`config.mk`:
```
export PLATFORM = sky130hd
export DESIGN_NAME = ssr_status_regs
export DESIGN_NICKNAME = d
export VERILOG_FILES = /design/src/rtl/ssr_pkg.sv /design/src/rtl/ssr_sel_timer.sv /design/src/rtl/ssr_status_regs.sv
export SDC_FILE = /design/constraint.sdc
export NUM_CORES = 1
export LEC_CHECK = 0
export ABC_CLOCK_PERIOD_IN_PS = 4400
export BUFFER_PORTS_ARGS = -buffer_cell sky130_fd_sc_hd__clkbuf_2
export CORE_MARGIN = 2
export CORE_UTILIZATION = 53
export DETAILED_ROUTE_END_ITERATION = 10
export PLACE_DENSITY = 0.86
export SKIP_LAST_GASP = 1
export SYNTH_ARGS = -nofsm -noshare
export SYNTH_HDL_FRONTEND = slang
export SYNTH_HIERARCHICAL = 1
export SYNTH_SLANG_ARGS = --single-unit
```
`constraint.sdc`:
```
create_clock -name clk_sys_i -period 4.4 [get_ports clk_sys_i]
set_input_delay 0.44 -clock clk_sys_i [delete_from_list [all_inputs] [get_ports clk_sys_i]]
set_output_delay 0.44 -clock clk_sys_i [all_outputs]
set_load 0.05 [all_outputs]
```
`src/rtl/ssr_pkg.sv`:
```
// package: offsets, field positions, reset values and carrier types
package ssr_pkg;
    localparam logic [7:0] SSR_OFF_BUS_CTRL = 8'h0B;
    localparam logic [7:0] SSR_OFF_DMA_STAT = 8'h0C;
    localparam logic [7:0] SSR_OFF_SCSI_STAT = 8'h0D;
    localparam logic [7:0] SSR_RST_BUS_CTRL = 8'h00;
    localparam logic [7:0] SSR_RST_DMA_STAT = 8'h80;
    localparam logic [7:0] SSR_RST_SCSI_STAT = 8'h00;
    // dma status bit positions
    localparam int SSR_DS_FIFO_EMPTY = 7;
    localparam int SSR_DS_ABORT = 4;
    localparam int SSR_DS_STEP = 3;
    localparam int SSR_DS_SCRIPT_INT = 2;
    localparam int SSR_DS_WATCHDOG = 1;
    localparam int SSR_DS_ILLEGAL = 0;
    localparam logic [7:0] SSR_DS_EVENT_MASK = 8'h1F;
    // scsi status bit positions
    localparam int SSR_SS_MISMATCH = 7;
    localparam int SSR_SS_COMPLETE = 6;
    localparam int SSR_SS_TIMEOUT = 5;
    localparam int SSR_SS_SELECTED = 4;
    localparam int SSR_SS_GROSS = 3;
    localparam int SSR_SS_DISCONNECT = 2;
    localparam int SSR_SS_BUS_RESET = 1;
    localparam int SSR_SS_PARITY = 0;
    // control bit positions
    localparam int SSR_DC_SINGLE_STEP = 4;
    localparam int SSR_DC_PIPELINE = 3;
    localparam int SSR_C0_PAR_CHECK = 3;
    localparam int SSR_C0_PAR_PASS = 2;
    localparam int SSR_C0_TARGET = 0;
    localparam int SSR_IS_ABORT = 7;
    // disconnect-legal message codes
    localparam logic [7:0] SSR_MSG_DISCONNECT = 8'h04;
    localparam logic [7:0] SSR_MSG_COMPLETE = 8'h00;
    // selection time-out, 250 ms at 125 MHz
    localparam longint SSR_CLK_HZ = 125000000;
    localparam longint SSR_SEL_TIMEOUT_MS = 250;
    localparam longint SSR_SEL_TIMEOUT_CYC = SSR_SEL_TIMEOUT_MS * SSR_CLK_HZ / 1000;
    // synchronous prescale codes
    typedef enum logic [1:0] {
        SSR_PRE_ASYNC,
        SSR_PRE_DIV10,
        SSR_PRE_DIV15,
        SSR_PRE_DIV20
    } ssr_prescale_e;
    // live scsi control lines, bit 7 down to 0
    typedef struct packed {
        logic req;
        logic ack;
        logic bsy;
        logic sel;
        logic atn;
        logic msg;
        logic cd;
        logic io;
    } ssr_lines_s;
    // one-cycle event pulses from the script engine and dma
    typedef struct packed {
        logic ext_abort;
        logic instr_done;
        logic branch;
        logic int_instr;
        logic master_mode;
        logic illegal_fetch;
        logic indirect_move;
        logic wait_disc_resel;
    } ssr_dma_ev_s;
    // one-cycle scsi event pulses plus qualifiers
    typedef struct packed {
        logic req_edge;
        logic [2:0] expected_phase;
        logic low_level;
        logic arb_done;
        logic sel_start;
        logic sel_response;
        logic selected_by_other;
        logic gross_error;
        logic disconnect;
        logic [7:0] last_msg_in;
        logic rst_line;
        logic scsi_par_err;
        logic host_par_err;
    } ssr_scsi_ev_s;
endpackage

```
`src/rtl/ssr_sel_timer.sv`:
```
// selection / reselection time-out counter
`timescale 1ns/100ps
`default_nettype none
module ssr_sel_timer
    import ssr_pkg::*;
#(
    parameter longint TIMEOUT_CYC = SSR_SEL_TIMEOUT_CYC
) (
    input wire logic clk_sys_i,
    input wire logic arst_n_i,
    input wire logic start_i,
    input wire logic respond_i,
    output logic expired_o
);
    logic [31:0] count;
    logic running;
    wire last_tick = running && (count == 32'(TIMEOUT_CYC - 1));

    // counts from start until a response arrives or the limit passes
    always_ff @(posedge clk_sys_i or negedge arst_n_i) begin
        if (!arst_n_i) begin
            count <= 32'h0;
            running <= 1'b0;
            expired_o <= 1'b0;
        end else begin
            expired_o <= last_tick && !respond_i;
            if (start_i) begin
                count <= 32'h0;
                running <= 1'b1;
            end else if (respond_i || last_tick) begin
                running <= 1'b0;
            end else if (running) begin
                count <= count + 32'h1;
            end
        end
    end
endmodule
`default_nettype wire

```
`src/rtl/ssr_status_regs.sv`:
```
// status and interrupt-reporting register bank
`timescale 1ns/100ps
`default_nettype none
module ssr_status_regs
    import ssr_pkg::*;
#(
    parameter longint SEL_TIMEOUT_CYC = SSR_SEL_TIMEOUT_CYC
) (
    input wire logic clk_sys_i,
    input wire logic arst_n_i,
    input wire logic [7:0] addr_i,
    input wire logic rd_i,
    input wire logic wr_i,
    input wire logic [7:0] wdata_i,
    input wire ssr_lines_s lines_i,
    input wire logic fifo_empty_i,
    input wire logic [7:0] dma_control_i,
    input wire logic [7:0] control_0_i,
    input wire logic selection_enable_i,
    input wire logic assert_reset_i,
    input wire logic parity_gen_en_i,
    input wire logic [2:0] latch_phase_i,
    input wire logic [7:0] dma_interrupt_enable_i,
    input wire logic [7:0] scsi_interrupt_enable_i,
    input wire logic [7:0] interrupt_status_wr_i,
    input wire logic interrupt_status_we_i,
    input wire logic watchdog_zero_i,
    input wire ssr_dma_ev_s dma_ev_i,
    input wire ssr_scsi_ev_s scsi_ev_i,
    output logic [7:0] rdata_o,
    output logic [1:0] sync_clock_prescale_o,
    output logic irq_n_o
);
    logic [7:0] dma_flags;
    logic [7:0] scsi_flags;
    logic [1:0] prescale;
    logic rst_seen;
    logic sel_expired;

    // decode of the slave cycle
    wire rd_bus = rd_i && (addr_i == SSR_OFF_BUS_CTRL);
    wire rd_dma = rd_i && (addr_i == SSR_OFF_DMA_STAT);
    wire rd_scsi = rd_i && (addr_i == SSR_OFF_SCSI_STAT);
    wire wr_bus = wr_i && (addr_i == SSR_OFF_BUS_CTRL);

    // dma-class event sources
    wire target_mode = control_0_i[SSR_C0_TARGET];
    wire pipe_on = dma_control_i[SSR_DC_PIPELINE];
    wire sw_abort = interrupt_status_we_i &&
        interrupt_status_wr_i[SSR_IS_ABORT];
    wire ev_abort = (dma_ev_i.ext_abort && parity_gen_en_i) ||
        sw_abort;
    wire ev_step = (dma_ev_i.instr_done &&
        dma_control_i[SSR_DC_SINGLE_STEP]) ||
        (dma_ev_i.branch && pipe_on);
    wire ev_sir = dma_ev_i.int_instr;
    wire ev_wtd = watchdog_zero_i && dma_ev_i.master_mode;
    // wrong-role move is flagged by the fetch unit against target_mode
    wire ev_opc = dma_ev_i.illegal_fetch ||
        (dma_ev_i.indirect_move && pipe_on) ||
        dma_ev_i.wait_disc_resel;

    logic [7:0] dma_set;
    always_comb begin
        dma_set = 8'h00;
        dma_set[SSR_DS_ABORT] = ev_abort;
        dma_set[SSR_DS_STEP] = ev_step;
        dma_set[SSR_DS_SCRIPT_INT] = ev_sir;
        dma_set[SSR_DS_WATCHDOG] = ev_wtd;
        dma_set[SSR_DS_ILLEGAL] = ev_opc;
    end

    // scsi-class event sources
    wire phase_bad = scsi_ev_i.req_edge && ({lines_i.msg, lines_i.cd,
        lines_i.io} != (scsi_ev_i.low_level ? latch_phase_i :
        scsi_ev_i.expected_phase));
    wire ev_ma = target_mode ? lines_i.atn : phase_bad;
    wire ev_cmp = scsi_ev_i.arb_done;
    wire ev_sel = scsi_ev_i.selected_by_other &&
        selection_enable_i;
    wire ev_sge = scsi_ev_i.gross_error;
    wire legal_msg = (scsi_ev_i.last_msg_in == SSR_MSG_DISCONNECT) ||
        (scsi_ev_i.last_msg_in == SSR_MSG_COMPLETE);
    wire ev_udc = scsi_ev_i.disconnect && !target_mode &&
        (scsi_ev_i.low_level || !legal_msg);
    wire rst_level = scsi_ev_i.rst_line || assert_reset_i;
    wire ev_rst = rst_level && !rst_seen;
    wire par_on = control_0_i[SSR_C0_PAR_CHECK];
    wire host_par = control_0_i[SSR_C0_PAR_CHECK] &&
        !control_0_i[SSR_C0_PAR_PASS];
    wire ev_par = par_on && (scsi_ev_i.scsi_par_err ||
        (host_par && scsi_ev_i.host_par_err));

    logic [7:0] scsi_set;
    always_comb begin
        scsi_set = 8'h00;
        scsi_set[SSR_SS_MISMATCH] = ev_ma;
        scsi_set[SSR_SS_COMPLETE] = ev_cmp;
        scsi_set[SSR_SS_TIMEOUT] = sel_expired;
        scsi_set[SSR_SS_SELECTED] = ev_sel;
        scsi_set[SSR_SS_GROSS] = ev_sge;
        scsi_set[SSR_SS_DISCONNECT] = ev_udc;
        scsi_set[SSR_SS_BUS_RESET] = ev_rst;
        scsi_set[SSR_SS_PARITY] = ev_par;
    end

    // selection time-out counter
    ssr_sel_timer #(
        .TIMEOUT_CYC(SEL_TIMEOUT_CYC)
    ) u_sel_timer (
        .clk_sys_i(clk_sys_i),
        .arst_n_i(arst_n_i),
        .start_i(scsi_ev_i.sel_start),
        .respond_i(scsi_ev_i.sel_response),
        .expired_o(sel_expired)
    );

    // sticky flags: a set in the read cycle survives the clear
    wire [7:0] next_dma_flags = ((rd_dma ? 8'h00 : dma_flags) |
        dma_set) & SSR_DS_EVENT_MASK;
    wire [7:0] next_scsi_flags = (rd_scsi ? 8'h00 : scsi_flags) |
        scsi_set;

    // read data: the empty bit is the live fifo, never latched
    wire [7:0] dma_view = dma_flags |
        {fifo_empty_i, 7'h00};
    wire [7:0] next_rdata = rd_bus ? lines_i :
        rd_dma ? dma_view :
        rd_scsi ? scsi_flags : 8'h00;

    // irq counts only enabled sources; flags still show masked events
    wire dma_irq = |(next_dma_flags & dma_interrupt_enable_i &
        SSR_DS_EVENT_MASK);
    wire scsi_irq = |(next_scsi_flags &
        scsi_interrupt_enable_i);

    // registers
    always_ff @(posedge clk_sys_i or negedge arst_n_i) begin
        if (!arst_n_i) begin
            dma_flags <= SSR_RST_DMA_STAT & SSR_DS_EVENT_MASK;
            scsi_flags <= SSR_RST_SCSI_STAT;
            prescale <= SSR_RST_BUS_CTRL[1:0];
            rst_seen <= 1'b0;
            rdata_o <= 8'h00;
            irq_n_o <= 1'b1;
        end else begin
            dma_flags <= next_dma_flags;
            scsi_flags <= next_scsi_flags;
            rst_seen <= rst_level;
            rdata_o <= next_rdata;
            irq_n_o <= !(dma_irq || scsi_irq);
            if (wr_bus) begin
                prescale <= wdata_i[1:0];
            end
        end
    end

    assign sync_clock_prescale_o = prescale;

    // checks
    a_live_lines: assert property (@(posedge clk_sys_i)
        disable iff (!arst_n_i) rd_bus |=> rdata_o == $past(lines_i))
        else $error("bus lines read not live");
    a_upper_ignored: assert property (@(posedge clk_sys_i)
        disable iff (!arst_n_i) wr_bus |=> prescale == $past(wdata_i[1:0]))
        else $error("prescale not written");
    a_prescale_hold: assert property (@(posedge clk_sys_i)
        disable iff (!arst_n_i) !wr_bus |=> $stable(prescale))
        else $error("prescale changed without write");
    a_dma_read_clr: assert property (@(posedge clk_sys_i)
        disable iff (!arst_n_i) rd_dma && dma_set == 8'h00 |=>
        dma_flags == 8'h00)
        else $error("dma read did not clear");
    a_dma_mask: assert property (@(posedge clk_sys_i)
        disable iff (!arst_n_i)
        dma_interrupt_enable_i == 8'h00 && scsi_interrupt_enable_i == 8'h00
        |=> irq_n_o)
        else $error("masked irq asserted");
    a_fifo_live: assert property (@(posedge clk_sys_i)
        disable iff (!arst_n_i) rd_dma |=>
        rdata_o[SSR_DS_FIFO_EMPTY] == $past(fifo_empty_i))
        else $error("fifo empty not live");
    a_abort_set: assert property (@(posedge clk_sys_i)
        disable iff (!arst_n_i) sw_abort |=> dma_flags[SSR_DS_ABORT])
        else $error("software abort lost");
    a_sir_set: assert property (@(posedge clk_sys_i)
        disable iff (!arst_n_i) ev_sir |=> dma_flags[SSR_DS_SCRIPT_INT])
        else $error("script interrupt lost");
    a_rst_once: assert property (@(posedge clk_sys_i)
        disable iff (!arst_n_i) rst_level && rst_seen |-> !ev_rst)
        else $error("bus reset retriggered");
    a_par_gate: assert property (@(posedge clk_sys_i)
        disable iff (!arst_n_i) !par_on && !rd_scsi && !scsi_flags[0]
        |=> !scsi_flags[SSR_SS_PARITY])
        else $error("parity set while disabled");
    a_set_wins: assert property (@(posedge clk_sys_i)
        disable iff (!arst_n_i) rd_scsi && ev_sel |=>
        scsi_flags[SSR_SS_SELECTED])
        else $error("event lost on read");
    a_scsi_irq: assert property (@(posedge clk_sys_i)
        disable iff (!arst_n_i) |(next_scsi_flags & scsi_interrupt_enable_i)
        |=> !irq_n_o)
        else $error("scsi irq missing");
    // each event source must land in its own flag one cycle later
    a_abort_ext: assert property (@(posedge clk_sys_i)
        disable iff (!arst_n_i) dma_ev_i.ext_abort && parity_gen_en_i
        |=> dma_flags[SSR_DS_ABORT])
        else $error("external abort lost");
    a_step_set: assert property (@(posedge clk_sys_i)
        disable iff (!arst_n_i) ev_step |=> dma_flags[SSR_DS_STEP])
        else $error("single step lost");
    a_wtd_set: assert property (@(posedge clk_sys_i)
        disable iff (!arst_n_i) watchdog_zero_i && dma_ev_i.master_mode
        |=> dma_flags[SSR_DS_WATCHDOG])
        else $error("watchdog lost");
    a_opc_set: assert property (@(posedge clk_sys_i)
        disable iff (!arst_n_i) ev_opc |=> dma_flags[SSR_DS_ILLEGAL])
        else $error("illegal instruction lost");
    a_dma_irq: assert property (@(posedge clk_sys_i)
        disable iff (!arst_n_i) dma_irq |=> !irq_n_o)
        else $error("dma irq missing");
    // reserved dma bits never hold state, so they always read zero
    a_reserved_zero: assert property (@(posedge clk_sys_i)
        disable iff (!arst_n_i) dma_flags[7:5] == 3'h0)
        else $error("reserved dma bits set");
    a_rdata_idle: assert property (@(posedge clk_sys_i)
        disable iff (!arst_n_i) !rd_i |=> rdata_o == 8'h00)
        else $error("read data without read");
    a_mismatch_set: assert property (@(posedge clk_sys_i)
        disable iff (!arst_n_i) ev_ma |=> scsi_flags[SSR_SS_MISMATCH])
        else $error("phase mismatch lost");
    a_cmp_set: assert property (@(posedge clk_sys_i)
        disable iff (!arst_n_i) scsi_ev_i.arb_done
        |=> scsi_flags[SSR_SS_COMPLETE])
        else $error("function complete lost");
    a_timeout_set: assert property (@(posedge clk_sys_i)
        disable iff (!arst_n_i) sel_expired |=> scsi_flags[SSR_SS_TIMEOUT])
        else $error("selection time-out lost");
    // selection while disabled must leave a clear flag clear
    a_sel_gate: assert property (@(posedge clk_sys_i)
        disable iff (!arst_n_i) !selection_enable_i &&
        !scsi_flags[SSR_SS_SELECTED] |=> !scsi_flags[SSR_SS_SELECTED])
        else $error("selected while disabled");
    a_gross_set: assert property (@(posedge clk_sys_i)
        disable iff (!arst_n_i) scsi_ev_i.gross_error
        |=> scsi_flags[SSR_SS_GROSS])
        else $error("gross error lost");
    a_udc_set: assert property (@(posedge clk_sys_i)
        disable iff (!arst_n_i) ev_udc |=> scsi_flags[SSR_SS_DISCONNECT])
        else $error("disconnect lost");
    a_scsi_clr: assert property (@(posedge clk_sys_i)
        disable iff (!arst_n_i) rd_scsi && scsi_set == 8'h00 |=>
        scsi_flags == 8'h00)
        else $error("scsi read did not clear");
    c_dma_irq: cover property (@(posedge clk_sys_i) dma_irq ##1 rd_dma);
    c_set_on_read: cover property (@(posedge clk_sys_i) rd_dma && ev_sir);
    c_scsi_irq: cover property (@(posedge clk_sys_i) scsi_irq ##1 rd_scsi);
    c_bus_write: cover property (@(posedge clk_sys_i) wr_bus);
    c_timeout: cover property (@(posedge clk_sys_i) sel_expired);
endmodule
`default_nettype wire

```
# After elaboration in Yosys (flattened, before gate mapping)
# Cells that the tools add are included.
classes:
  n_addsub: 1
  eq_ne: 7
  mux: 12
  bitwise_logic: 5
  n_reduce_logical: 42
ops:
  columns: ["op", "n"]
  rows:
  - ["$mux W32", 3]
  - ["$add A32 B1 Y32 const B", 1]
  - ["$eq A32 B25 Y1 const B", 1]
  - ["$mux W8", 4]
  - ["$eq A8 B4 Y1 const B", 3]
  - ["$logic_and A1 B1 Y1", 20]
  - ["$logic_or A1 B1 Y1", 10]
  - ["$and A8 B8 Y8", 1]
  - ["$eq A8 B3 Y1 const B", 1]
  - ["$logic_not A8 Y1", 1]
  - ["$or A5 B8 Y8", 1]
  - ["$or A8 B8 Y8", 1]
  - ["$reduce_or A8 Y1", 1]
  - ["$logic_not A1 Y1", 6]
  - ["$and A5 B5 Y5", 1]
  - ["$mux W5", 1]
  - ["$or A5 B5 Y5", 1]
  - ["$reduce_or A5 Y1", 1]
  - ["$reduce_bool A2 Y1", 2]
  - ["$mux W1", 3]
  - ["$mux W3", 1]
  - ["$ne A3 B3 Y1", 1]
  - ["$ne A2 B2 Y1 const B", 1]
  - ["$reduce_and A2 Y1", 1]
totals:
  ff_bits: 59
  out_inout_bits: 11
  wordCells: 76

# Longest topological paths before layout
# Gate-level depths: netlist (run 1).
depth:
  depth_word: 10
  depth_mapped: 6
  mapped_depth_nobuf: 6

# Modules after synthesis
# Netlist (run 1), hierarchy kept.
modules_own_cells:
  columns: ["mod", "instances", "cells_each", "area_each_um2", "seq_area_each_um2"]
  rows:
  - ["ssr_sel_timer", 1, 182, 1810.5, 850.8]
  - ["ssr_status_regs", 1, 109, 1248.7, 626.9]

# Worst setup path after synthesis (run 1)
# No wires, ideal clock.
synth_timing:
  kind: "input-to-reg"
  from: "input port addr_i[5]"
  to: "register irq_n_o"
  setup_ps: 63
  arrival_time_ps: 2012
  required_ps: 4337
  slack_ps: 2324
  path_stages: 6
  cell_sequence: "or4b_4 -> or3_1 -> buf_6 -> a22o_1 -> a22oi_1 -> and4b_1"
synth_between:
  elab_chain_cells: 8
synth_lines:
  columns: ["item", "line_no", "rtl"]
  rows:
  - ["from (decl)", "ssr_status_regs.sv:11", "input wire logic [7:0] addr_i,"]
  - ["$eq A8 B4 Y1", "ssr_status_regs.sv:43", "wire rd_scsi = rd_i && (addr_i == SSR_OFF_SCSI_STAT);"]
  - ["$logic_and A1 B1 Y1", "ssr_status_regs.sv:43", null]
  - ["$mux W8", "ssr_status_regs.sv:121", "wire [7:0] next_scsi_flags = (rd_scsi ? 8'h00 : scsi_flags) |"]
  - ["$or A8 B8 Y8", "ssr_status_regs.sv:121", null]
  - ["named net next_scsi_flags[4]", "ssr_status_regs.sv:121", null]
  - ["$and A8 B8 Y8", "ssr_status_regs.sv:134", "wire scsi_irq = |(next_scsi_flags &"]
  - ["$reduce_or A8 Y1", "ssr_status_regs.sv:134", null]
  - ["$logic_or A1 B1 Y1", "ssr_status_regs.sv:151", "irq_n_o <= !(dma_irq || scsi_irq);"]
  - ["$logic_not A1 Y1", "ssr_status_regs.sv:151", null]
  - ["to (signal assigned)", "ssr_status_regs.sv:151", null]
  - ["to (decl)", "ssr_status_regs.sv:32", "output logic irq_n_o"]
# The timed path passes the listed nets, and every way through them passes these cells.
# A chain may end at the register's enable or synchronous reset.

# Worst setup path in the final report (run 1)
# Same ends and word-level chain as after synthesis.

==> results of run 1 <==
## through the flow
step / hold slack (ns) / std cells / total power, W / utilization, % / cell area (um^2)
global route: 0.309 / 460 / 0.00111 / 67.2 / 3720
floorplan: 0.144 / 291 / 0.000598 / - / 3060
global placement: 0.462 / 445 / 0.000653 / 64.2 / 3560
detailed placement: 0.466 / 445 / 0.000657 / 64.2 / 3560
finish: 0.251 / 460 / 0.00107 / 67.2 / 3720
CTS: 0.276 / 460 / 0.00107 / 67.2 / 3720
## registers in the layout, summed over array words and instances (netlist names)
signal / count
rst_seen: 1
scsi_flags: 8
sync_clock_prescale_o: 2
rdata_o: 8
dma_flags: 5
u_sel_timer/expired_o: 1
irq_n_o: 1
u_sel_timer/count: 32
u_sel_timer/running: 1
## logic make-up (layout without fill, tap and decap cells)
kind of cell | after synthesis | after routing
buffers and inverters | 19 | 116
AND/OR/NAND/NOR | 122 | 122
adder cells (fa/ha/maj) | 1 | 1
multiplexers | 6 | 6
AO/OA/AOI/OAI | 56 | 56
XOR/XNOR | 28 | 28
flip-flops | 59 | 59
## power groups by stage
stage | sequential (W) | combinational (W) | clock [W]
after detailed placement | 0.000561 | 0.0000951 | 0
after floorplan | 0.000565 | 0.0000329 | 0
final | 0.000552 | 0.0000948 | 0.000420
after global placement | 0.000561 | 0.0000924 | 0
after CTS | 0.000551 | 0.0000956 | 0.000427
after global routing | 0.000552 | 0.000104 | 0.000455
## cell usage in the layout (no fill, tap or decap), types with 5 or more instances in the layout
cell and count:
clkbuf_2 89, dfrtp_1 58, nor2_1 31, xnor2_1 14
xor2_1 14, inv_1 11, o21ai_0 11, nor4_1 10
nand2_1 10, nand3_1 10, nor3_1 10, clkbuf_8 10
nand4_1 8, a222oi_1 7, a22o_1 7, a21oi_1 6
a22oi_1 6, a21o_2 5, a21o_1 5
## worst paths after layout
kind | slack (ns) | from | cells after the start | endpoint
min in group clk_sys_i | 0.32 | assert_reset_i | 2 | rst_seen
worst max register to register | 2.46 | u_sel_timer/count[0] | 6 | u_sel_timer/count[20]
max in group asynchronous | 3.65 | arst_n_i | 2 | u_sel_timer/count[25]
worst min-delay path | 0.25 | arst_n_i | 2 | u_sel_timer/count[18]
worst max-delay path | 2.38 | addr_i[5] | 6 | irq_n_o
worst min register to register | 0.49 | u_sel_timer/expired_o | 1 | scsi_flags[5]
## cells in the mapped netlist, drive strengths merged (5+ instances only)
master,count,area (um^2)
nand3,11,60.1
xnor2,14,123
nor2,31,116
clkbuf,5,20.0
and4,6,60.1
dfrtp,58,1450
nand4,11,87.6
nor4,10,62.6
a222oi,7,70.1
a21o,10,81.3
a21oi,6,30.0
xor2,14,123
a22oi,6,45.0
inv,11,41.3
a22o,7,61.3
o21ai,11,55.1
nand2,10,37.5
nor3,11,60.1
## worst register-to-register path: stages (launching register included)
cell and delay (ns):
dfrtp_1 0.40, ha_1 0.23, nand3_2 0.23, nor2_1 0.25, o211ai_2 0.20, or3_1 0.38, a21oi_1 0.16
## per-layer routing
metal	vias up	wire, um	global-route usage (%)
met2	98	3720	41.8
met1	1308	2970	28.3
met3	8	500	7.35
met5	-	0	0
li1	1274	-	-
met4	0	95	8.31
## area by class of cell
cell class / instances / area share [%]
clock inverters: 5 / 0.806
clock buffers: 10 / 3.69
well taps: 72 / 2.42
inverters: 11 / 1.11
flip-flops and latches: 59 / 39.7
repair buffers: 90 / 12.2
multi-input cells: 213 / 40.1
==> metrics.log, run 1 <==
[metrics] slowest stage cell, crit path: nor3_2
[metrics] proportion of power drawn by flip-flops and latches: between 50 and 60%
[metrics] wire length of the first global-routing pass: approximately 12000 um
[metrics] antenna viol nets, final: 0
[metrics] largest incremental delay on the critical path: 0.57 ns
[metrics] share of synthesized area spent on multiplexers: about 2%
[metrics] area of the core: 0.00554 mm^2
[metrics] path type of the worst setup path: in -> reg
[metrics] crit-path cells: clkbuf_2 > or4b_4 > nor3_2 > o21ai_0 > a22oi_1 > and4b_1
[metrics] Die Footprint: approximately 0.0064 mm^2
[metrics] register area: 0.00148 mm^2
[metrics] post-CTS setup buffer count: 0
[metrics] total global routing track utilization: ~24%
[metrics] Period Utilization, post-route: between 40% and 50%
[metrics] initial drt markers: 199
[metrics] Inserted Clock Buffers: 9
[metrics] mean cell area of the mapped netlist: approximately 11 um^2
[metrics] Adder-Cell Fraction of Synth Area: less than 1%
[metrics] flip-flop and latch count after synthesis: 59
[metrics] largest family of logic cells by synthesized area: simple AND/OR/NAND/NOR gates
[metrics] routed wire length per instance: 15.8 um
[metrics] count of boundary I/O pins: around 120
[metrics] CTS sink count: slightly below 60
[metrics] # nets final: around 500
[metrics] vias in the first global route: about 2600
[metrics] total of fill cells in the finished design: between 400 and 500
[metrics] Max FO, Critical Path: 10
[metrics] Layout area overhead: 21.8%
[metrics] post-synthesis sequential area ratio: between 40% and 50%
[metrics] Final Routed Wirelength: between 7000 and 8000 um
[metrics] via count: 2688
[metrics] post-synth net total: 399
[metrics] cell internal pwr: between 0.0008 and 0.0009 W
[metrics] routability congestion estimate: between 0.8 and 0.9
[metrics] Bufs on Longest Clock Path: 2
[metrics] Chip Height: roughly 80 um
[metrics] final setup slack of the worst path: about 2.4 ns
[metrics] number of failing setup endpoints in the final timing report: 0
[metrics] share of flip-flops with an asynchronous set or reset: 100%
[metrics] Detail Placement HPWL: 5380 um
[metrics] count of final hold-check violations: 0
[metrics] Critical Path Source Type: input port
[metrics] Clk pin slew, worst setup/hold paths: roughly 0.07 ns
[metrics] relative contribution of combinational cells to total power: 8.9%
[metrics] post-cts resize count: 0
[metrics] Netlist cell types: 56
[metrics] first drt pass iteration count: 5
[metrics] clock latency on the worst-skew pair: 0.33 ns
[metrics] H-tree Lvls: 3
[metrics] EDFF count, synth: 0
[metrics] switching pwr: roughly 0.00026 W
[metrics] Synth Cell Area: between 0.003 and 0.004 mm^2
[metrics] number of antenna violations at the first check in global routing: 0
[metrics] area taken by multi-input logic gates: 0.00150 mm^2
[metrics] endpoint required time on the critical path: between 4 and 5 ns
[metrics] arrival time worst endpoint: about 2.3 ns
[metrics] critical path endpoint category: flip-flop
[metrics] std cell rows: 27
[metrics] Post-Place Worst Slack: 2.07 ns
[metrics] CTS hold repair buffers: 0
[metrics] status: completed
[metrics] pin count of the biggest net entering global routing: 60
[metrics] share of synthesized cell area in and, or, nand and nor gates: 24.2%
[metrics] setup repair after global routing missed its margin: no
[metrics] number of remaining DRC errors: 0
[metrics] overall overflow remaining after global route: 0
[metrics] switching share of power: 24.6%
[metrics] achievable clock frequency: about 500 MHz
[metrics] kind of cell adding the most delay to the critical path: simple AND/OR/NAND/NOR gates
[metrics] final antenna diode count: 0
[metrics] fraction of power consumed by the clock network: about 39%
[metrics] worst min path class: in -> async
[metrics] total count of max-transition violations in the final report: 0
[metrics] Post-Route Setup TNS: 0 ns
[metrics] PD cells: 286 mW/mm^2
[metrics] compound-cell area share of the yosys netlist: between 10% and 20%
[metrics] mean number of vias per cell: between 5 and 6
[metrics] effective utilization at floorplan: between 50 and 60%
[metrics] worst vdd rail ir drop: about 0.00025 V
[metrics] number of violations of the max-capacitance limit: 0
[metrics] horizontal die dimension: roughly 80 um
[metrics] post-layout minimum cycle time: around 2.0 ns
[metrics] prevailing post-synth register cell: dfrtp_1
[metrics] Worst Max-Slew Pin Slew: ~1 ns
[metrics] synthesized-area fraction occupied by xor and xnor cells: 8.02%
[metrics] leak pwr: approximately 1.8 nW
[metrics] buffering stage count on the worst path with inverters included: 1
[metrics] library cell used as clock root buffer: clkbuf_8
[metrics] Port-buffer cells: 89
[metrics] count of mapped cells out of synthesis: roughly 290
[metrics] CTS tree: yes
[metrics] layout cell share with drive strength beyond 1: 34.8%
[metrics] Setup Skew: 0.0124 ns
[metrics] number of warnings reported in the yosys synthesis log: 6
[metrics] relative slew slack: a little under a third
No activity file was read; power rests on OpenSTA's default activity.
==> inputs of run 2 (changes only) <==
--- a/config.mk
+++ b/config.mk
@@ -5,12 +5,12 @@
 export SDC_FILE = /design/constraint.sdc
 export NUM_CORES = 1
 export LEC_CHECK = 0
-export ABC_CLOCK_PERIOD_IN_PS = 4400
+export ABC_CLOCK_PERIOD_IN_PS = 1600
 export BUFFER_PORTS_ARGS = -buffer_cell sky130_fd_sc_hd__clkbuf_2
 export CORE_MARGIN = 2
-export CORE_UTILIZATION = 53
+export CORE_UTILIZATION = 44
 export DETAILED_ROUTE_END_ITERATION = 10
-export PLACE_DENSITY = 0.86
+export PLACE_DENSITY = 0.76
 export SKIP_LAST_GASP = 1
 export SYNTH_ARGS = -nofsm -noshare
 export SYNTH_HDL_FRONTEND = slang
==> constraint.sdc (replaced) <==
create_clock -name clk_sys_i -period 1.6 [get_ports clk_sys_i]
set_input_delay 0.16 -clock clk_sys_i [delete_from_list [all_inputs] [get_ports clk_sys_i]]
set_output_delay 0.16 -clock clk_sys_i [all_outputs]
set_load 0.05 [all_outputs]
==> metrics.log, run 2 (synthesis results as in run 1) <==
[metrics] most frequent cells in the layout: clkbuf_2 (89), dfrtp_1 (57), buf_4 (52), nor2_1 (30), xor2_1 (14) (was clkbuf_2 (89), dfrtp_1 (58), nor2_1 (31), xnor2_1 (14), xor2_1 (14))
[metrics] count of final hold-check violations: 0 (unchanged)
[metrics] buffering stage count on the worst path with inverters included: 0 (was 1)
[metrics] leak pwr: 2.28 nW (was 1.75 nW)
[metrics] horizontal die dimension: 87.4 um (was 80.0 um)
[metrics] layout cell share with drive strength beyond 1: 49.7% (was 34.8%)
[metrics] library cell used as clock root buffer: clkbuf_8 (unchanged)
[metrics] CTS tree: yes (unchanged)
[metrics] final antenna diode count: 0 (unchanged)
[metrics] total global routing track utilization: 23.3% (was 24.1%)
[metrics] Period Utilization, post-route: 113%
[metrics] Reg-to-Reg End: u_sel_timer/count[1] (was u_sel_timer/count[20])
[metrics] arrival time worst endpoint: 2.01 ns (was 2.29 ns)
[metrics] Hold EP: rst_seen
[metrics] routability congestion estimate: 0.946 (was 0.852)
[metrics] Layout area overhead: 50.0% (was 21.8%)
[metrics] crit-path cells: nor4b_4 > nand4_4 > o31ai_4 > mux2i_1 > nor2_1 (was clkbuf_2 > or4b_4 > nor3_2 > o21ai_0 > a22oi_1 > and4b_1)
[metrics] Post-Place Worst Slack: -0.308 ns (was 2.07 ns)
[metrics] antenna viol nets, final: 0 (unchanged)
[metrics] beginning of the worst register-to-register path: u_sel_timer/count[5] (was u_sel_timer/count[0])
[metrics] number of violations of the max-capacitance limit: 0 (unchanged)
[metrics] Port-buffer cells: 89 (unchanged)
[metrics] Worst R2R Path Depth: 5 (was 6)
[metrics] area of the core: 0.00676 mm^2 (was 0.00554 mm^2)
[metrics] largest incremental delay on the critical path: 0.42 ns (was 0.57 ns)
[metrics] total count of max-transition violations in the final report: 0 (unchanged)
[metrics] achievable clock frequency: approximately 560 MHz
[metrics] Max FO, Critical Path: 5 (was 10)
[metrics] setup repair after global routing missed its margin: yes (was no)
[metrics] PD cells: 692 mW/mm^2 (was 286 mW/mm^2)
[metrics] number of antenna violations at the first check in global routing: 0 (unchanged)
[metrics] first drt pass iteration count: 5 (unchanged)
[metrics] final setup slack of the worst path: -0.202 ns (was 2.38 ns)
[metrics] worst min path class: in -> reg (was in -> async)
[metrics] worst hold slack: 0.0234 ns (was 0.251 ns)
[metrics] slowest stage cell, crit path: dfrtp_1 (was nor3_2)
[metrics] most common cell after layout, fill and taps aside: clkbuf_2 (unchanged)
[metrics] largest registers in the final layout: u_sel_timer/count: 32 flops, rdata_o: 8 flops, scsi_flags: 8 flops (unchanged)
[metrics] Bufs on Longest Clock Path: 2 (unchanged)
[metrics] overall overflow remaining after global route: 0 (unchanged)
[metrics] register-to-register path setup slack: -0.20 ns (was 2.46 ns)
[metrics] Setup Skew: 0.00653 ns (was 0.0124 ns)
[metrics] # nets final: 556 (was 492)
[metrics] H-tree Lvls: 3 (unchanged)
[metrics] beginning of the worst hold path: scsi_ev_i[2]
[metrics] Finished Layout Cells: 533 (was 460)
[metrics] routed wire length per instance: 17.0 um (was 15.8 um)
[metrics] Inserted Clock Buffers: 9 (unchanged)
[metrics] path type of the worst setup path: reg -> reg (was in -> reg)
[metrics] endpoint required time on the critical path: 1.81 ns (was 4.67 ns)
[metrics] Detail Placement HPWL: 6000 um (was 5380 um)
[metrics] critical path endpoint category: flip-flop (unchanged)
[metrics] mean number of vias per cell: 5.64 (was 5.84)
[metrics] number of flip-flops in the largest register: 32 (unchanged)
[metrics] Final Routed Wirelength: 9090 um (was 7290 um)
[metrics] number of remaining DRC errors: 0 (unchanged)
[metrics] via count: 3005 (was 2688)
[metrics] Post-Route Setup TNS: -1.47 ns (was 0 ns)
[metrics] initial drt markers: 147 (was 199)
[metrics] relative slew slack: 55.3% (was 31.2%)
[metrics] effective utilization at floorplan: 45.3% (was 55.2%)
[metrics] wire length of the first global-routing pass: 13500 um (was 11800 um)
[metrics] Hold Crit Depth: 2
[metrics] failing checks: negative setup slack
[metrics] worst vdd rail ir drop: 0.000590 V (was 0.000250 V)
[metrics] std cell rows: 30 (was 27)
[metrics] Placed Cells incl. Taps: 495 (was 445)
[metrics] kind of cell adding the most delay to the critical path: simple AND/OR/NAND/NOR gates (unchanged)
[metrics] Worst Max-Slew Pin Slew: 0.670 ns (was 1.02 ns)
[metrics] Critical Path Source Type: flip-flop (was input port)
[metrics] CTS sink count: 59 (unchanged)
[metrics] status: complete, but fails checks (was completed)
[metrics] number of failing setup endpoints in the final timing report: 19 (was 0)
[metrics] pin count of the biggest net entering global routing: 60 (unchanged)
[metrics] register name with the most flops: u_sel_timer/count (unchanged)
[metrics] Die Footprint: 0.00764 mm^2 (was 0.00640 mm^2)
[metrics] count of boundary I/O pins: 118 (unchanged)
[metrics] Chip Height: 87.4 um (was 80.0 um)
[metrics] vias in the first global route: 3037 (was 2630)
[metrics] post-layout minimum cycle time: around 1.8 ns
[metrics] Clk pin slew, worst setup/hold paths: 0.07 ns (about the same)
[metrics] clock latency on the worst-skew pair: 0.35 ns (was 0.33 ns)
-- run 2: worst max path at each step --
stage	end	from	cells past startpoint	slack, ns
after floorplan	irq_n_o	addr_i[5]	6	-0.20
after global placement	irq_n_o	addr_i[5]	6	-0.27
after detailed placement	irq_n_o	addr_i[5]	6	-0.31
after CTS	u_sel_timer/count[1]	u_sel_timer/count[27]	5	-0.13
after global routing	u_sel_timer/count[1]	u_sel_timer/count[5]	5	-0.29
final	u_sel_timer/count[1]	u_sel_timer/count[5]	5	-0.20
-- run 2: cell type report --
type	instances	area, um^2
clock buffer	11	141
clock inverter	5	52.6
fill	515	2170
inverter	11	41.3
multi-input combinational	213	1780
sequential	59	1480
tap	80	100
timing repair buffer	154	998
-- run 2: per-layer routing --
layer | share of wire, % | GRT usage (%) | vias to the layer above | wire length [um]
met1 | 37 | 24.3 | 1445 | 3410
met3 | 6.7 | 4.83 | 23 | 605
met5 | 0 | 0 | - | 0
met2 | 53 | 42.9 | 133 | 4800
li1 | - | - | 1404 | -
met4 | 3.0 | 12.9 | 0 | 272
-- run 2: per-stage QoR --
stage          utilization (%)  power, W  cell area, um^2
2_1_floorplan                -   0.00165             3090
3_3_place_gp              58.1   0.00182             3930
3_5_place_dp              58.1   0.00183             3930
4_1_cts                   63.3   0.00319             4280
5_1_grt                   67.9   0.00329             4590
6_report                  67.9   0.00318             4590
-- run 2: power by group --
part | leakage [nW] | switching (W) | internal [W]
clock | 0.0991 | 0.000615 | 0.000753
combinational | 1.43 | 0.000153 | 0.000140
sequential | 0.746 | 0.00000925 | 0.00151
total | 2.28 | 0.000777 | 0.00240
-- run 2: what timing repair did --
action,4_1_cts,5_1_grt
pin swaps,11,36
buffers inserted,5,17
hold endpoints to repair,58,0
setup endpoints to repair,16,33
hold buffers,1,0
resized for setup,17,39
==> inputs of run 3 (changes only) <==
--- a/config.mk
+++ b/config.mk
@@ -5,12 +5,13 @@
 export SDC_FILE = /design/constraint.sdc
 export NUM_CORES = 1
 export LEC_CHECK = 0
+export ABC_AREA = 1
 export ABC_CLOCK_PERIOD_IN_PS = 1600
 export BUFFER_PORTS_ARGS = -buffer_cell sky130_fd_sc_hd__clkbuf_2
 export CORE_MARGIN = 2
-export CORE_UTILIZATION = 44
+export CORE_UTILIZATION = 47
 export DETAILED_ROUTE_END_ITERATION = 10
-export PLACE_DENSITY = 0.76
+export PLACE_DENSITY = 0.77
 export SKIP_LAST_GASP = 1
 export SYNTH_ARGS = -nofsm -noshare
 export SYNTH_HDL_FRONTEND = slang
==> metrics.log, run 3 <==
[metrics] status: complete, but fails checks (unchanged)
[metrics] failing checks: negative setup slack (unchanged)
[metrics] share of flip-flops with an asynchronous set or reset: 100% (unchanged)
[metrics] most common cell after layout, fill and taps aside: nand2_1 (was clkbuf_2)
[metrics] horizontal die dimension: 95.4 um (was 87.4 um)
[metrics] Chip Height: 95.4 um (was 87.4 um)
[metrics] Final Routed Wirelength: 11800 um (was 9090 um)
[metrics] leak pwr: 2.66 nW (was 2.28 nW)
[metrics] total count of max-transition violations in the final report: 0 (unchanged)
[metrics] Detail Placement HPWL: 8280 um (was 6000 um)
[metrics] most frequent cells in the layout: nand2_1 (225), nor2_1 (104), clkbuf_2 (89), nand3_1 (62), dfrtp_1 (57) (was clkbuf_2 (89), dfrtp_1 (57), buf_4 (52), nor2_1 (30), xor2_1 (14))
[metrics] Netlist cell types: 31 (was 56)
[metrics] std cell rows: 33 (was 30)
[metrics] number of antenna violations at the first check in global routing: 0 (unchanged)
[metrics] path type of the worst setup path: reg -> reg (unchanged)
[metrics] area taken by multi-input logic gates: 0.00235 mm^2 (was 0.00178 mm^2)
[metrics] pin count of the biggest net entering global routing: 48 (was 60)
[metrics] utilization of the core after routing: 63.5% (was 67.9%)
[metrics] area of the core: 0.00818 mm^2 (was 0.00676 mm^2)
[metrics] library cell used as clock root buffer: clkbuf_8 (unchanged)
[metrics] post-synth top area cell: dfrtp_1 (unchanged)
[metrics] relative slew slack: 53.3% (was 55.3%)
[metrics] Setup Skew: 0.00910 ns (was 0.00653 ns)
[metrics] initial drt markers: 252 (was 147)
[metrics] PD cells: 678 mW/mm^2 (was 692 mW/mm^2)
[metrics] Bufs on Longest Clock Path: 2 (unchanged)
[metrics] first drt pass iteration count: 5 (unchanged)
[metrics] flip-flop and latch count after synthesis: 59 (unchanged)
[metrics] EDFF count, synth: 0 (unchanged)
[metrics] prevailing post-synth register cell: dfrtp_1 (unchanged)
[metrics] Die Footprint: 0.00911 mm^2 (was 0.00764 mm^2)
[metrics] register-to-register path setup slack: -0.13 ns (was -0.20 ns)
[metrics] critical path endpoint category: flip-flop (unchanged)
[metrics] post-layout minimum cycle time: 1.73 ns (was 1.80 ns)
[metrics] Worst Max-Slew Pin Slew: 0.699 ns (was 0.670 ns)
[metrics] worst vdd rail ir drop: 0.000399 V (was 0.000590 V)
[metrics] count of mapped cells out of synthesis: 616 (was 291)
[metrics] post-synth net total: 724 (was 399)
[metrics] Worst R2R Path Depth: 9 (was 5)
[metrics] final setup slack of the worst path: -0.134 ns (was -0.202 ns)
[metrics] wire length of the first global-routing pass: 18900 um (was 13500 um)
[metrics] total of fill cells in the finished design: 751 (was 515)
[metrics] number of warnings reported in the yosys synthesis log: 6 (unchanged)
[metrics] Inserted Clock Buffers: 9 (unchanged)
[metrics] Hold Crit Depth: 2 (unchanged)
[metrics] Post-Route Setup TNS: -3.04 ns (was -1.47 ns)
[metrics] via count: 4420 (was 3005)
[metrics] routed wire length per instance: 13.9 um (was 17.0 um)
[metrics] number of violations of the max-capacitance limit: 0 (unchanged)
[metrics] beginning of the worst register-to-register path: u_sel_timer/count[5] (unchanged)
[metrics] arrival time worst endpoint: 1.96 ns (was 2.01 ns)
[metrics] worst min path class: in -> reg (unchanged)
[metrics] Synth Cell Area: 0.00393 mm^2 (was 0.00306 mm^2)
[metrics] Max FO, Critical Path: 9 (was 5)
[metrics] number of remaining DRC errors: 0 (unchanged)
[metrics] number of flip-flops in the largest register: 32 (unchanged)
[metrics] register name with the most flops: u_sel_timer/count (unchanged)
[metrics] beginning of the worst hold path: scsi_ev_i[14] (was scsi_ev_i[2])
[metrics] Period Utilization, post-route: 108% (was 113%)
[metrics] count of final hold-check violations: 0 (unchanged)
[metrics] Hold EP: u_sel_timer/expired_o (was rst_seen)
[metrics] endpoint required time on the critical path: 1.83 ns (was 1.81 ns)
[metrics] worst hold slack: 0.0269 ns (was 0.0234 ns)
[metrics] CTS tree: yes (unchanged)
[metrics] largest registers in the final layout: u_sel_timer/count: 32 flops, rdata_o: 8 flops, scsi_flags: 8 flops (unchanged)
[metrics] total global routing track utilization: 26.8% (was 23.3%)
[metrics] count of boundary I/O pins: 118 (unchanged)
[metrics] Port-buffer cells: 89 (unchanged)
[metrics] post-synth top area share: 36.9% (was 47.4%)
[metrics] overall power of the completed layout: 0.00352 W (was 0.00318 W)
[metrics] post-synthesis sequential area ratio: 37.6% (was 48.3%)
[metrics] Reg-to-Reg End: u_sel_timer/count[29] (was u_sel_timer/count[1])
[metrics] clock latency on the worst-skew pair: 0.34 ns (was 0.35 ns)
[metrics] mean number of vias per cell: 5.20 (was 5.64)
[metrics] effective utilization at floorplan: 48.1% (was 45.3%)
[metrics] H-tree Lvls: 3 (unchanged)
[metrics] leading cell types by total area after synthesis: dfrtp_1 (37%), nand2_1 (24%), nor2_1 (10%) (was dfrtp_1 (47%), xnor2_1 (4.0%), xor2_1 (4.0%))
[metrics] antenna viol nets, final: 0 (unchanged)
[metrics] most frequent cells after synthesis: nand2_1 (255), nor2_1 (106), nand3_1 (64) (was dfrtp_1 (58), nor2_1 (31), xnor2_1 (14), xor2_1 (14))
[metrics] most frequently used cell type in the post-synthesis netlist: nand2_1 (was dfrtp_1)
[metrics] Layout area overhead: 32.1% (was 50.0%)
[metrics] # nets final: 848 (was 556)
[metrics] Critical Path Source Type: flip-flop (unchanged)
[metrics] setup repair after global routing missed its margin: yes (unchanged)
[metrics] CTS sink count: 59 (unchanged)
[metrics] overall overflow remaining after global route: 0 (unchanged)
[metrics] final antenna diode count: 0 (unchanged)
[metrics] achievable clock frequency: 577 MHz (was 555 MHz)
[metrics] mean cell area of the mapped netlist: 6.38 um^2 (was 10.5 um^2)
[metrics] layout cell share with drive strength beyond 1: 27.4% (was 49.7%)
[metrics] register area: 0.00148 mm^2 (unchanged)
[metrics] vias in the first global route: 4176 (was 3037)
[metrics] routability congestion estimate: 0.914 (was 0.946)
[metrics] number of failing setup endpoints in the final timing report: 33 (was 19)
[metrics] Clk pin slew, worst setup/hold paths: 0.07 ns (about the same)
-- run 3: layout make-up --
| class | count | area share, % |
|---|---|---|
| multi-input cells | 490 | 45.4 |
| flip-flops and latches | 59 | 28.5 |
| repair buffers | 123 | 15.3 |
| inverters | 57 | 4.12 |
| well taps | 105 | 2.53 |
| clock buffers | 10 | 2.46 |
| clock inverters | 6 | 1.74 |
-- run 3: logic make-up (layout without fill, tap and decap cells) --
| kind of cell | count (synthesis) | count (layout) | share of synthesized area, % |
|---|---|---|---|
| buffers and inverters | 70 | 196 | 7.55 |
| XOR/XNOR | 8 | 8 | 1.78 |
| AND/OR/NAND/NOR | 465 | 468 | 50.0 |
| adder cells (fa/ha/maj) | 1 | 1 | 0.318 |
| multiplexers | 2 | 2 | 0.573 |
| AO/OA/AOI/OAI | 11 | 11 | 2.13 |
| flip-flops | 59 | 59 | 37.6 |
-- run 3: critical path: stages (launching register included) --
cell	delay (ns)
dfrtp_1	0.44
nor2_1	0.30
nand3_2	0.12
nor2_2	0.11
nand2_2	0.07
nand3_4	0.12
buf_12	0.16
nand2_8	0.11
nand2_1	0.13
nand2_1	0.05
-- run 3: worst max path at each step --
stage          cells past startpoint  slack (ns)                  start                     to
3_3_place_gp                      10       -0.09   u_sel_timer/count[0]  u_sel_timer/count[24]
6_report                           9       -0.13   u_sel_timer/count[5]  u_sel_timer/count[29]
2_1_floorplan                     11       0.001   u_sel_timer/count[0]  u_sel_timer/count[11]
5_1_grt                           11       -0.23  u_sel_timer/count[22]  u_sel_timer/count[26]
4_1_cts                           11       -0.06   u_sel_timer/count[0]  u_sel_timer/count[20]
3_5_place_dp                      10       -0.13   u_sel_timer/count[0]  u_sel_timer/count[29]
-- run 3: per-layer routing --
layer  GRT usage [%]  routed length [um]
met4            12.9                 557
met5               0                   0
met1            32.6                4770
met3            4.43                 863
met2            46.2                5600
-- run 3: metrics by stage --
stage	cell area [um^2]	setup slack, ns	std cells
after floorplan	3930	0.000980	616
after global placement	4640	-0.0854	822
after detailed placement	4640	-0.135	822
after CTS	5030	-0.0583	848
after global routing	5190	-0.230	850
final	5190	-0.134	850
-- run 3: timing repair --
item | 4_1_cts | 5_1_grt
endpoints found under the hold margin | 11 | 0
gates cloned | 3 | 2
setup buffers | 6 | 0
pin swaps | 4 | 19
endpoints found under the setup margin | 33 | 34
resized for setup | 12 | 38
hold buffers | 1 | 0
-- run 3: power by group --
group | internal, W | switching (W) | total (W)
logic | 0.000209 | 0.000278 | 0.000487
registers | 0.00151 | 0.0000204 | 0.00153
clock network | 0.000879 | 0.000622 | 0.00150
total | 0.00260 | 0.000920 | 0.00352
